[src/hw/sac_consts.svh]
`ifndef SAC_CONSTS_SVH
`define SAC_CONSTS_SVH

// register byte offsets
`define SAC_OFS_CTRL      8'h00
`define SAC_OFS_MAC       8'h04
`define SAC_OFS_STATUS    8'h08
`define SAC_OFS_MASK      8'h0c
`define SAC_OFS_SWITCH    8'h10
`define SAC_OFS_PASSWORD  8'h14
`define SAC_OFS_TRACE     8'h18
`define SAC_OFS_VIOL_ADDR 8'h1c
`define SAC_OFS_RGN_BASE  8'h20
`define SAC_OFS_RGN_LAST  8'h3c

// control register fields
`define SAC_CTRL_SEC_WE   0
`define SAC_CTRL_USER     1
`define SAC_CTRL_LOCK     8
`define SAC_CTRL_NORMAL   9
`define SAC_CTRL_AUTH     10

// memory access config fields
`define SAC_MAC_CHECK_EN  0
`define SAC_MAC_EXEC_EN   1
`define SAC_MAC_RESET     8'h00

// status / mask bits
`define SAC_EV_INVALID    0
`define SAC_EV_RIGHTS     1
`define SAC_EV_EXEC       2
`define SAC_EV_REFUSED    3
`define SAC_EV_NMI_MASK   4'h7

// region attribute bits
`define SAC_ATTR_READ     0
`define SAC_ATTR_WRITE    1
`define SAC_ATTR_EXEC     2
`define SAC_ATTR_USER     3

// memory map of the checked bus
`define SAC_ADDR_LIMIT    16'hf000
`define SAC_EE_FIRST      16'h8000
`define SAC_EE_LAST       16'hbfff

// timing and keys
`define SAC_WE_WINDOW_CYC 8'h80
`define SAC_SWITCH_KEY    32'h5a5aa5a5
`define SAC_TEST_PASSWORD 32'h13572468
`endif

[src/hw/sac_pkg.sv]
package sac_pkg;
	typedef logic [15:0] sac_addr_t;
	typedef logic [3:0]  sac_attr_t;
	typedef logic [31:0] sac_word_t;
	localparam int SAC_REGIONS = 4;
endpackage

[src/hw/sac_top.sv]
// Register access over Wishbone and the register offsets were left to the implementer.
`include "sac_consts.svh"

// access control block: wishbone registers, access checker, mode latch
module sac_top
(
	// clock and reset
	input  wire logic        i_clk,
	input  wire logic        i_resetn,
	// wishbone slave
	input  wire logic        i_wb_cyc,
	input  wire logic        i_wb_stb,
	input  wire logic        i_wb_we,
	input  wire logic [7:0]  i_wb_adr,
	input  wire logic [3:0]  i_wb_sel,
	input  wire logic [31:0] i_wb_dat,
	output logic [31:0]      o_wb_dat,
	output logic             o_wb_ack,
	// processor access being checked
	input  wire logic        i_acc_valid,
	input  wire logic [15:0] i_acc_addr,
	input  wire logic        i_acc_write,
	input  wire logic        i_acc_fetch,
	input  wire logic        i_priv_entry,
	// non-volatile storage side
	input  wire logic        i_nv_normal,
	input  wire logic [31:0] i_trace_data,
	output logic             o_nv_trace_wr,
	output logic [31:0]      o_nv_trace_wdata,
	output logic             o_nv_normal_set,
	// interrupts and status
	output logic             o_fast_nonmaskable_irq,
	output logic             o_irq,
	output logic             o_acc_deny,
	output logic             o_normal_mode,
	output logic             o_user_mode
);
	// bus state
	logic        ack_reg,   ack_next;
	logic [31:0] rdata_reg, rdata_next;
	// security state
	logic        sec_we_reg, sec_we_next;
	logic        user_reg,   user_next;
	logic        lock_reg,   lock_next;
	logic [7:0]  cnt_reg,    cnt_next;
	logic        normal_reg, normal_next;
	logic        nvset_reg,  nvset_next;
	logic [7:0]  mac_reg,    mac_next;
	logic [15:0] base_reg  [4];
	logic [15:0] base_next [4];
	logic [15:0] limit_reg  [4];
	logic [15:0] limit_next [4];
	logic [3:0]  attr_reg  [4];
	logic [3:0]  attr_next [4];
	// events and interrupts
	logic [3:0]  status_reg, status_next;
	logic [3:0]  mask_reg,   mask_next;
	logic        irq_reg,    irq_next;
	logic        fiq_reg,    fiq_next;
	logic        deny_reg,   deny_next;
	logic [15:0] viol_reg,   viol_next;
	// trace write port
	logic        twr_reg,    twr_next;
	logic [31:0] twd_reg,    twd_next;

	logic        req;
	logic        wr;
	logic        sec_ok;
	logic        auth;
	logic        permit;
	logic [3:0]  ev;
	logic [31:0] wdat;
	logic [63:0] bases;
	logic [63:0] limits;
	logic [15:0] attrs;

	// register index of a region slot, 8 when not a region
	function automatic logic [3:0] rgn_slot(input logic [7:0] adr);
		if (adr >= `SAC_OFS_RGN_BASE && adr <= `SAC_OFS_RGN_LAST)
			rgn_slot = {1'b0, adr[4:2]};
		else
			rgn_slot = 4'h8;
	endfunction

	// registers guarded by the security write enable
	function automatic logic is_sec(input logic [7:0] adr);
		is_sec = (adr == `SAC_OFS_MAC) || (rgn_slot(adr) != 4'h8);
	endfunction

	// byte-lane merge of write data into an old value
	function automatic logic [31:0] merge(input logic [31:0] old,
		input logic [31:0] nw, input logic [3:0] sel);
		for (int b = 0; b < 4; b++)
			merge[8*b +: 8] = sel[b] ? nw[8*b +: 8] : old[8*b +: 8];
	endfunction

	// at most one request every two cycles; ack blocks req in its own cycle, so a held strobe repeats only after ack drops
	assign req    = i_wb_cyc && i_wb_stb && !ack_reg;
	assign wr     = req && i_wb_we;
	assign wdat   = merge(32'h0, i_wb_dat, i_wb_sel);
	assign sec_ok = !lock_reg && (!user_reg || sec_we_reg);

	// region settings flattened for the checker
	genvar g;
	generate
		for (g = 0; g < sac_pkg::SAC_REGIONS; g++)
		begin : g_pack
			assign bases[16*g +: 16]  = base_reg[g];
			assign limits[16*g +: 16] = limit_reg[g];
			assign attrs[4*g +: 4]    = attr_reg[g];
		end
	endgenerate

	sac_region_check u_rgn
	(
		.i_addr   (i_acc_addr),
		.i_write  (i_acc_write),
		.i_fetch  (i_acc_fetch),
		.i_user   (user_reg),
		.i_bases  (bases),
		.i_limits (limits),
		.i_attrs  (attrs),
		.o_permit (permit)
	);

	sac_pw_check u_pw
	(
		.i_clk    (i_clk),
		.i_resetn (i_resetn),
		.i_try    (wr && i_wb_adr == `SAC_OFS_PASSWORD),
		.i_word   (i_wb_dat),
		.i_normal (normal_reg),
		.o_auth   (auth)
	);

	// access events; eeprom fetches follow the exec path only
	always_comb
	begin
		ev = 4'h0;
		if (i_acc_valid)
		begin
			if (i_acc_addr >= `SAC_ADDR_LIMIT)
				ev[`SAC_EV_INVALID] = 1'b1;
			else if (i_acc_fetch && i_acc_addr >= `SAC_EE_FIRST
				&& i_acc_addr <= `SAC_EE_LAST)
				ev[`SAC_EV_EXEC] = !mac_reg[`SAC_MAC_EXEC_EN]
					|| !permit;
			else if (mac_reg[`SAC_MAC_CHECK_EN])
				ev[`SAC_EV_RIGHTS] = !permit;
		end
		ev[`SAC_EV_REFUSED] = wr && is_sec(i_wb_adr) && !sec_ok;
	end

	// security, mode and region state
	always_comb
	begin
		sec_we_next = sec_we_reg;
		user_next   = user_reg;
		mac_next    = mac_reg;
		cnt_next    = cnt_reg;
		lock_next   = lock_reg;
		base_next   = base_reg;
		limit_next  = limit_reg;
		attr_next   = attr_reg;
		// window counts once per reset and then freezes
		if (cnt_reg != `SAC_WE_WINDOW_CYC)
			cnt_next = cnt_reg + 8'h01;
		if (wr && i_wb_adr == `SAC_OFS_CTRL && i_wb_sel[0])
		begin
			if (cnt_reg != `SAC_WE_WINDOW_CYC && !lock_reg)
				sec_we_next = i_wb_dat[`SAC_CTRL_SEC_WE];
			// dropping to user is allowed unless i_priv_entry comes in the same cycle, climbing back is not
			if (i_wb_dat[`SAC_CTRL_USER] || !user_reg)
				user_next = i_wb_dat[`SAC_CTRL_USER];
		end
		if (i_priv_entry)
			user_next = 1'b0;
		// judged after this cycle's write so a last-cycle enable still counts
		if (cnt_next == `SAC_WE_WINDOW_CYC && !sec_we_next)
			lock_next = 1'b1;
		if (wr && sec_ok && i_wb_adr == `SAC_OFS_MAC)
			mac_next = 8'(merge({24'h0, mac_reg}, wdat, i_wb_sel));
		if (wr && sec_ok && rgn_slot(i_wb_adr) != 4'h8)
		begin
			if (!i_wb_adr[2])
				base_next[i_wb_adr[4:3]] = wdat[15:0];
			else
			begin
				limit_next[i_wb_adr[4:3]] = wdat[15:0];
				attr_next[i_wb_adr[4:3]]  = wdat[19:16];
			end
		end
	end

	// test to normal switch, trace writes, events and bus answer
	always_comb
	begin
		normal_next = normal_reg || i_nv_normal;
		nvset_next  = 1'b0;
		twr_next    = 1'b0;
		twd_next    = twd_reg;
		mask_next   = mask_reg;
		viol_next   = viol_reg;
		status_next = status_reg;
		ack_next    = req;
		rdata_next  = 32'h0;
		if (wr && i_wb_adr == `SAC_OFS_SWITCH && i_wb_dat == `SAC_SWITCH_KEY
			&& !normal_reg)
		begin
			normal_next = 1'b1;
			nvset_next  = 1'b1;
		end
		if (wr && i_wb_adr == `SAC_OFS_TRACE && !normal_reg && auth)
		begin
			twr_next = 1'b1;
			twd_next = i_wb_dat;
		end
		if (wr && i_wb_adr == `SAC_OFS_MASK)
			mask_next = wdat[3:0];
		// write-one-to-clear, a new event in the same cycle wins
		if (wr && i_wb_adr == `SAC_OFS_STATUS)
			status_next = status_reg & ~wdat[3:0];
		status_next = status_next | ev;
		if (|ev[2:0])
			viol_next = i_acc_addr;
		if (req && !i_wb_we)
		begin
			if (i_wb_adr == `SAC_OFS_CTRL)
				rdata_next = {21'h0, auth, normal_reg, lock_reg, 6'h0,
					user_reg, sec_we_reg};
			else if (i_wb_adr == `SAC_OFS_MAC)
				rdata_next = {24'h0, mac_reg};
			else if (i_wb_adr == `SAC_OFS_STATUS)
				rdata_next = {28'h0, status_reg};
			else if (i_wb_adr == `SAC_OFS_MASK)
				rdata_next = {28'h0, mask_reg};
			else if (i_wb_adr == `SAC_OFS_TRACE)
				rdata_next = i_trace_data;
			else if (i_wb_adr == `SAC_OFS_VIOL_ADDR)
				rdata_next = {16'h0, viol_reg};
			else if (rgn_slot(i_wb_adr) != 4'h8)
				rdata_next = i_wb_adr[2] ?
					{12'h0, attr_reg[i_wb_adr[4:3]],
					limit_reg[i_wb_adr[4:3]]} :
					{16'h0, base_reg[i_wb_adr[4:3]]};
		end
		// the fast request cannot be masked; only the ordinary request can, for all four events
		fiq_next  = |(status_next & `SAC_EV_NMI_MASK);
		irq_next  = |(status_next & mask_next);
		deny_next = |ev[2:0];
	end

	// all defaults loaded at power-on reset
	always_ff @(posedge i_clk or negedge i_resetn)
	begin
		if (!i_resetn)
		begin
			ack_reg    <= 1'b0;
			rdata_reg  <= 32'h0;
			sec_we_reg <= 1'b0;
			user_reg   <= 1'b0;
			lock_reg   <= 1'b0;
			cnt_reg    <= 8'h00;
			normal_reg <= 1'b0;
			nvset_reg  <= 1'b0;
			mac_reg    <= `SAC_MAC_RESET;
			status_reg <= 4'h0;
			mask_reg   <= 4'h0;
			irq_reg    <= 1'b0;
			fiq_reg    <= 1'b0;
			deny_reg   <= 1'b0;
			viol_reg   <= 16'h0;
			twr_reg    <= 1'b0;
			twd_reg    <= 32'h0;
			for (int i = 0; i < 4; i++)
			begin
				base_reg[i]  <= 16'h0;
				limit_reg[i] <= 16'h0;
				attr_reg[i]  <= 4'h0;
			end
		end
		else
		begin
			ack_reg    <= ack_next;
			rdata_reg  <= rdata_next;
			sec_we_reg <= sec_we_next;
			user_reg   <= user_next;
			lock_reg   <= lock_next;
			cnt_reg    <= cnt_next;
			normal_reg <= normal_next;
			nvset_reg  <= nvset_next;
			mac_reg    <= mac_next;
			status_reg <= status_next;
			mask_reg   <= mask_next;
			irq_reg    <= irq_next;
			fiq_reg    <= fiq_next;
			deny_reg   <= deny_next;
			viol_reg   <= viol_next;
			twr_reg    <= twr_next;
			twd_reg    <= twd_next;
			base_reg   <= base_next;
			limit_reg  <= limit_next;
			attr_reg   <= attr_next;
		end
	end

	// outputs straight from flip-flops
	assign o_wb_ack               = ack_reg;
	assign o_wb_dat               = rdata_reg;
	assign o_nv_trace_wr          = twr_reg;
	assign o_nv_trace_wdata       = twd_reg;
	assign o_nv_normal_set        = nvset_reg;
	assign o_fast_nonmaskable_irq = fiq_reg;
	assign o_irq                  = irq_reg;
	assign o_acc_deny             = deny_reg;
	assign o_normal_mode          = normal_reg;
	assign o_user_mode            = user_reg;
endmodule

[src/hw/sac_region_check.sv]
`include "sac_consts.svh"

// region rights lookup, purely combinational
module sac_region_check
(
	// access under test
	input  wire logic [15:0] i_addr,
	input  wire logic        i_write,
	input  wire logic        i_fetch,
	input  wire logic        i_user,
	// region settings, region k in slice k
	input  wire logic [63:0] i_bases,
	input  wire logic [63:0] i_limits,
	input  wire logic [15:0] i_attrs,
	// result
	output logic             o_permit
);
	logic [3:0] hit;
	logic [3:0] ok;

	// one comparator set per region
	genvar k;
	generate
		for (k = 0; k < sac_pkg::SAC_REGIONS; k++)
		begin : g_rgn
			logic [3:0] a;
			assign a = i_attrs[4*k +: 4];
			assign hit[k] = (i_addr >= i_bases[16*k +: 16])
				&& (i_addr <= i_limits[16*k +: 16]);
			assign ok[k] = (i_fetch ? a[`SAC_ATTR_EXEC] :
				i_write ? a[`SAC_ATTR_WRITE] : a[`SAC_ATTR_READ])
				&& (a[`SAC_ATTR_USER] || !i_user);
		end
	endgenerate

	// outside every region only privileged code passes
	always_comb
	begin
		if (|hit)
			o_permit = |(hit & ok);
		else
			o_permit = !i_user;
	end
endmodule

[src/hw/sac_pw_check.sv]
`include "sac_consts.svh"

// test-mode password gate
module sac_pw_check
(
	// clock and reset
	input  wire logic        i_clk,
	input  wire logic        i_resetn,
	// password attempt
	input  wire logic        i_try,
	input  wire logic [31:0] i_word,
	input  wire logic        i_normal,
	// result
	output logic             o_auth
);
	logic auth_reg;
	logic auth_next;

	// a wrong try drops authentication; normal mode revokes it for good
	always_comb
	begin
		auth_next = auth_reg;
		if (i_normal)
			auth_next = 1'b0;
		else if (i_try)
			auth_next = (i_word == `SAC_TEST_PASSWORD);
	end

	always_ff @(posedge i_clk or negedge i_resetn)
	begin
		if (!i_resetn)
			auth_reg <= 1'b0;
		else
			auth_reg <= auth_next;
	end

	assign o_auth = auth_reg;
endmodule

[config.mk]
export PLATFORM = sky130hd
export DESIGN_NAME = sac_top
export DESIGN_NICKNAME = d
export VERILOG_FILES = /design/src/hw/sac_pkg.sv /design/src/hw/sac_top.sv /design/src/hw/sac_region_check.sv /design/src/hw/sac_pw_check.sv
export VERILOG_INCLUDE_DIRS = /design/src /design/src/hw
export SDC_FILE = /design/constraint.sdc
export NUM_CORES = 1
export LEC_CHECK = 0
export BUFFER_PORTS_ARGS = -buffer_cell sky130_fd_sc_hd__buf_2
export CAP_MARGIN = 20
export CORE_UTILIZATION = 59
export DETAILED_ROUTE_END_ITERATION = 7
export PLACE_DENSITY_LB_ADDON = 0.3
export SLEW_MARGIN = 20
export SYNTH_ARGS = -nofsm -noshare
export SYNTH_HDL_FRONTEND = slang
export SYNTH_HIERARCHICAL = 1
export SYNTH_SLANG_ARGS = --single-unit
[constraint.sdc]
create_clock -name i_clk -period 4 [get_ports i_clk]
set_clock_uncertainty 0.1 [all_clocks]
set_input_delay 0.8 -clock i_clk [delete_from_list [all_inputs] [get_ports i_clk]]
set_output_delay 0.8 -clock i_clk [all_outputs]
set_load 0.005 [all_outputs]
# --- Yosys cells after proc, flatten, opt, wreduce, memory -nomap -nowiden ---
# Index checks and enable logic that the tools add are counted.
classes:
  n_addsub: 1
  n_lt_le_gt_ge: 15
  eq_ne: 13
  n_mux: 64
  bitwise: 7
  reduce_logical: 66
ops:
  columns: ["operator", "count"]
  rows:
  - ["32-bit two-way mux", 6]
  - ["64-bit bitwise mux", 2]
  - ["16-bit two-way mux", 5]
  - ["16-bit binary-select mux with 2-bit select", 2]
  - ["16-bit greater-or-equal comparator", 4]
  - ["16-bit less-or-equal comparator", 4]
  - ["20-bit two-way mux", 3]
  - ["4-bit two-way mux", 14]
  - ["1-bit logical AND", 35]
  - ["16-bit demux with 2-bit select", 1]
  - ["32-bit by 29-bit equality test with 1-bit output, second input constant", 1]
  - ["32-bit by 31-bit equality test with 1-bit output, second input constant", 1]
  - ["8-bit by 5-bit equality test with 1-bit output, second input constant", 4]
  - ["16-bit greater-or-equal comparator, second input constant", 2]
  - ["8-bit two-way mux", 3]
  - ["1-bit two-way mux", 23]
  - ["16-bit bitwise mux", 1]
  - ["8-bit by 4-bit equality test with 1-bit output, second input constant", 2]
  - ["16-bit less-or-equal comparator, second input constant", 1]
  - ["4-bit AND", 3]
  - ["4-bit OR reduction", 3]
  - ["1-bit logical NOT", 9]
  - ["1-bit logical OR", 9]
  - ["8-bit by 1-bit adder with 8-bit output, second input constant", 1]
  - ["20 further kinds", 27]
word_totals:
  register_bits: 259
  input_bits: 102
  out_inout_bits: 72

# --- Depth between registers and ports, before layout ---
logic_depth:
  word_depth: 19
  ltp_mapped: 13
  mapped_depth_nobuf: 13

# --- Hierarchy ---
# The synthesis kept the hierarchy.
modules_own_cells:
  columns: ["module", "n_inst", "cells_each", "area_each_um2"]
  rows:
  - ["sac_top", 1, 976, 11487.3]
  - ["sac_region_check", 1, 468, 3309.4]
  - ["sac_pw_check", 1, 16, 151.4]

# --- Least setup slack after synthesis ---
# Ideal clock, no wire load.
synth_path:
  kind: "input to register"
  startpoint: "input port i_acc_addr[0]"
  endpoint: "register viol_reg[10]"
  arrival_time_ns: 3.610
  t_required_ns: 3.775
  setup_slack_ns: 0.165
  cell_stages: 13
  n_path_buf: 1
  cell_sequence: "inv_1 -> ha_1 -> nand2b_1 -> a2111oi_0 -> o31a_1 -> o211ai_1 -> a31oi_1 -> nand4_1 -> nand4b_1 -> a211oi_1 -> nor3_2 -> clkbuf_1 -> mux2_2"
synth_via:
  elab_chain_len: 11
  word_cells_on_any_way: 30
  cone_classes: "order compare (11); mux (7); bitwise (1); reduce/logical (11)"
synth_rtl:
  columns: ["element", "line", "text"]
  rows:
  - ["from (decl)", "sac_top.sv:21", "input wire logic [15:0] i_acc_addr,"]
  - ["16-bit greater-or-equal comparator or 16-bit less-or-equal comparator (tied branches)", "sac_region_check.sv:28, sac_region_check.sv:29", null]
  - ["1-bit logical AND", "sac_region_check.sv:29", "&& (i_addr <= i_limits[16*k +: 16]);"]
  - ["4-bit AND", "sac_region_check.sv:40", "o_permit = |(hit & ok);"]
  - ["4-bit OR reduction", "sac_region_check.sv:40", null]
  - ["1-bit two-way mux (*)", "sac_region_check.sv:39", "if (|hit)"]
  - ["via permit", "sac_top.sv:70", "logic permit;"]
  - ["1-bit logical NOT (*)", "sac_top.sv:147, sac_top.sv:149", null]
  - ["1-bit two-way mux or 1-bit logical OR (tied branches)", "sac_top.sv:148, sac_top.sv:146", null]
  - ["1-bit two-way mux", "sac_top.sv:144", "else if (i_acc_fetch && i_acc_addr >= `SAC_EE_FIRST"]
  - ["2-bit two-way mux (*)", "sac_top.sv:142", "if (i_acc_addr >= `SAC_ADDR_LIMIT)"]
  - ["3-bit two-way mux (*)", "sac_top.sv:140", "if (i_acc_valid)"]
  - ["3-bit OR reduction (*)", "sac_top.sv:224", "if (|ev[2:0])"]
  - ["to (signal assigned)", "sac_top.sv:298", "viol_reg <= viol_next;"]
  - ["to (decl)", "sac_top.sv:61", "logic [15:0] viol_reg, viol_next;"]
# Mark *: on every way through the listed nets, which the timed path passes. The rest lies on a longest branch.
# A chain may end at the register's enable or synchronous reset.

# --- Worst setup path in the final report ---
layout_path:
  startpoint: "input port i_acc_addr[0]"
  endpoint: "register viol_reg[7]"
# Same word-level chain as after synthesis.

==> impl_results.md <==
- Status: finished, final reports clean
- CTS H-Tree Depth: 1
- Number of synthesized register bits: 259
- Largest net degree at the start of global routing: between 90 and 100
- Ant. Diodes: 0
- Vias per inst: ~6.1
- Placed cells: 1,938
- Ranking of synthesized cells by area: dfrtp_1 (43%), ha_1 (11%), mux2_2 (7.7%)
- Synthesized area: 14,900 um2
- Seq pwr share: between 40% and 50%
- Crit-path max FO: 17
- Combinational fraction of design power: 9.7%
- Nets@finish: approximately 1,900
- Clk root buf: clkbuf_16
- Clock power frac: around 44%
- Slew margin rel.: 52.2%
- Synth Flop Type: dfrtp_1
- Area after DPL: 16,300 um2
- Most common cell in the netlist: dfrtp_1
- Final count of hold timing violations: 0
- First-pass GRT wire length: about 67 mm
- Tot GR Track Use: 33.5%
- CP Class: input pin to register
- Routed len/inst: about 22 um
- Inserted Clock Buffers: 28
- Vias in the first global route: 12,100
- Setup-failing EPs final: 0
- Unrepaired setup endpoints after global routing: no
- Antenna Nets Post-Route: 0
- Critical Path AT: 4030 ps
- WL final: between 40 and 50 mm
- Post-Synthesis Cells: between 1,000 and 1,500
- Die Wd: 161 um
- Max-Cap Viols: 0
- Ys Warns: 6
- Minimum clock period: 3700 ps
- Total Power: 5.85 mW
- Worst path required time: 4330 ps
- Setup_tns: 0 ps
- Psw: 1.45 mW
- Die height: 161 um
- XOR/XNOR Fraction of Synth Area: less than 1%
- Die Area: 26,000 um2
- Asr flop ratio synth: 100%
- Fillcell total: ~1,800
- Mapped Nets: around 1,700
- TritonRoute pass-1 iters: 7
- Leakage: 8.05 nW
- # port buffers: 172
- Post-route cell area: about 17,000 um2
- Share of cells above drive strength 1: a little over a quarter
- EDFF count, synth: 0
- Antenna violations before repair: 1
- Switch share: between 20% and 30%
- VDD IR max: 247 uV
- CTS tree: built
- Multiplexer share of the synthesized area: a little over an eighth
- Resize count post-CTS: 0
- Post-synthesis compound-gate area fraction: 11.6%
- IO Pins: 174
- Detail Placement HPWL: 31.6 mm
- Clk_lat worst skew: about 550 ps
- Simple-Gate Fraction of Synth Area: roughly 15%
- Cell-internal power: 4.39 mW
- Area delta synth->final: 15.2%
- Num Clock Sinks: 259
- Pwr dens: 340 nW/um2
- Largest area contributor in the netlist: dfrtp_1
- Distinct cell type count after synthesis: 77
- Std-Cell Rows: 57
- Hold_buf cts: 0
- Worst slew pin tran: between 700 and 800 ps
- Final non-filler cell total: 1,990
- Commonest cells in the netlist: dfrtp_1 (259), nand2_1 (235), inv_1 (138)
- DP Worst Slack: -78.4 ps
- Post-CTS setup repair buffer count: 0
- Adder-cell share of the synthesized area: 10.9%
- Syn avg cell area: 10.2 um2
- Largest family of logic cells by synthesized area: simple AND/OR/NAND/NOR gates
- DRT iter0 DRCs: 1,016
- Fin crit share: 92.6%
- Core Util, Final: a little over two thirds
- Startpoint types: input pin
- Grt total ovfl: 0
- Drc violations: 0
- Synth top area share: a little over two fifths
- Register area share after synthesis: 43.4%
- Clock buffer depth: 3
- Crit path capture type: register
- Min setup slack post-route: slightly below 300 ps
- Fin Hold WS: around 170 ps
- Clock Pin Slew Worst Setup and Hold Paths: 60 ps
- Final Max Tran Viols: 0
- Peak Freq: 270 MHz
- Initial Util: between 60% and 70%
- Area of the core: about 25,000 um2
- Routability Congestion: between 0.9 and 1
- Via count: 12,200
- Worst min-delay path class: input pin to async pin
-- critical path: stages --
cell,delay (ps)
buf_2,100
inv_1,50
ha_1,270
nand2b_1,160
a2111oi_0,600
o31a_1,280
o211ai_1,230
a31oi_1,220
nand4_1,130
nand4b_1,200
a211oi_1,140
nor3_2,270
buf_12,200
mux2_2,350
-- final timing paths --
kind / start / end / slack [ps] / cells after the start
max in group asynchronous: i_resetn / base_reg[55] / 2670 / 2
worst min register to register: o_nv_trace_wdata[17] / o_nv_trace_wdata[17] / 400 / 1
worst max register to register: base_reg[32] / viol_reg[7] / 300 / 12
min in group i_clk: i_priv_entry / o_user_mode / 290 / 2
worst min-delay path: i_resetn / base_reg[3] / 170 / 1
worst max-delay path: i_acc_addr[0] / viol_reg[7] / 300 / 14
-- final cells by class --
| cell class | instances | area (um2) | area share, % |
|---|---|---|---|
| Multi-Input combinational cell | 1005 | 7680 | 44.6 |
| Sequential cell | 259 | 6480 | 37.6 |
| Timing Repair Buffer | 212 | 1210 | 7.02 |
| Clock buffer | 42 | 845 | 4.91 |
| Inverter | 138 | 518 | 3.01 |
| Tap cell | 324 | 405 | 2.35 |
| Clock inverter | 10 | 78.8 | 0.458 |
-- cell usage in the layout, fill, tap and decap left out, types with 6 or more instances in the layout --
cell	n
a211oi_1	6
a21o_1	10
a21oi_1	58
a221oi_1	10
a222oi_1	7
and2_1	24
and3_1	16
buf_2	171
buf_4	37
clkbuf_1	6
clkbuf_16	29
clkbuf_8	7
clkinv_2	8
dfrtp_1	259
ha_1	130
inv_1	138
mux2_2	102
mux4_2	36
nand2_1	235
nand3_1	25
nand4_1	20
nor2_1	32
nor2b_1	6
nor3_1	16
o21ai_0	126
o21ai_1	10
o21ai_2	16
o22ai_1	8
-- layer usage --
layer,vias up,global-route usage [%],wire (um)
li1,5550,-,-
met1,5947,44.6,17600
met2,594,53.0,19700
met3,110,7.63,3880
met4,0,13.8,1780
met5,-,0,0
-- power by group through the flow --
stage                     sequential [mW]  combinational, mW  clock, mW
after detailed placement             2.74              0.553          0
final                                2.70              0.565       2.59
after global placement               2.74              0.533          0
after global routing                 2.70              0.617       2.72
after floorplan                      2.73              0.273          0
after CTS                            2.69              0.558       2.61
-- cells by family (layout without fill, tap and decap cells) --
kind of cell,Yosys count,in the layout
xor gates and xnor gates,8,8
and+or+nand+nor,438,438
adders and majority gates,130,130
muxes,143,143
DFF,259,259
AOI/OAI and AO/OA,286,286
buffers and inverters,196,402
No activity file was read; power rests on OpenSTA's default activity.
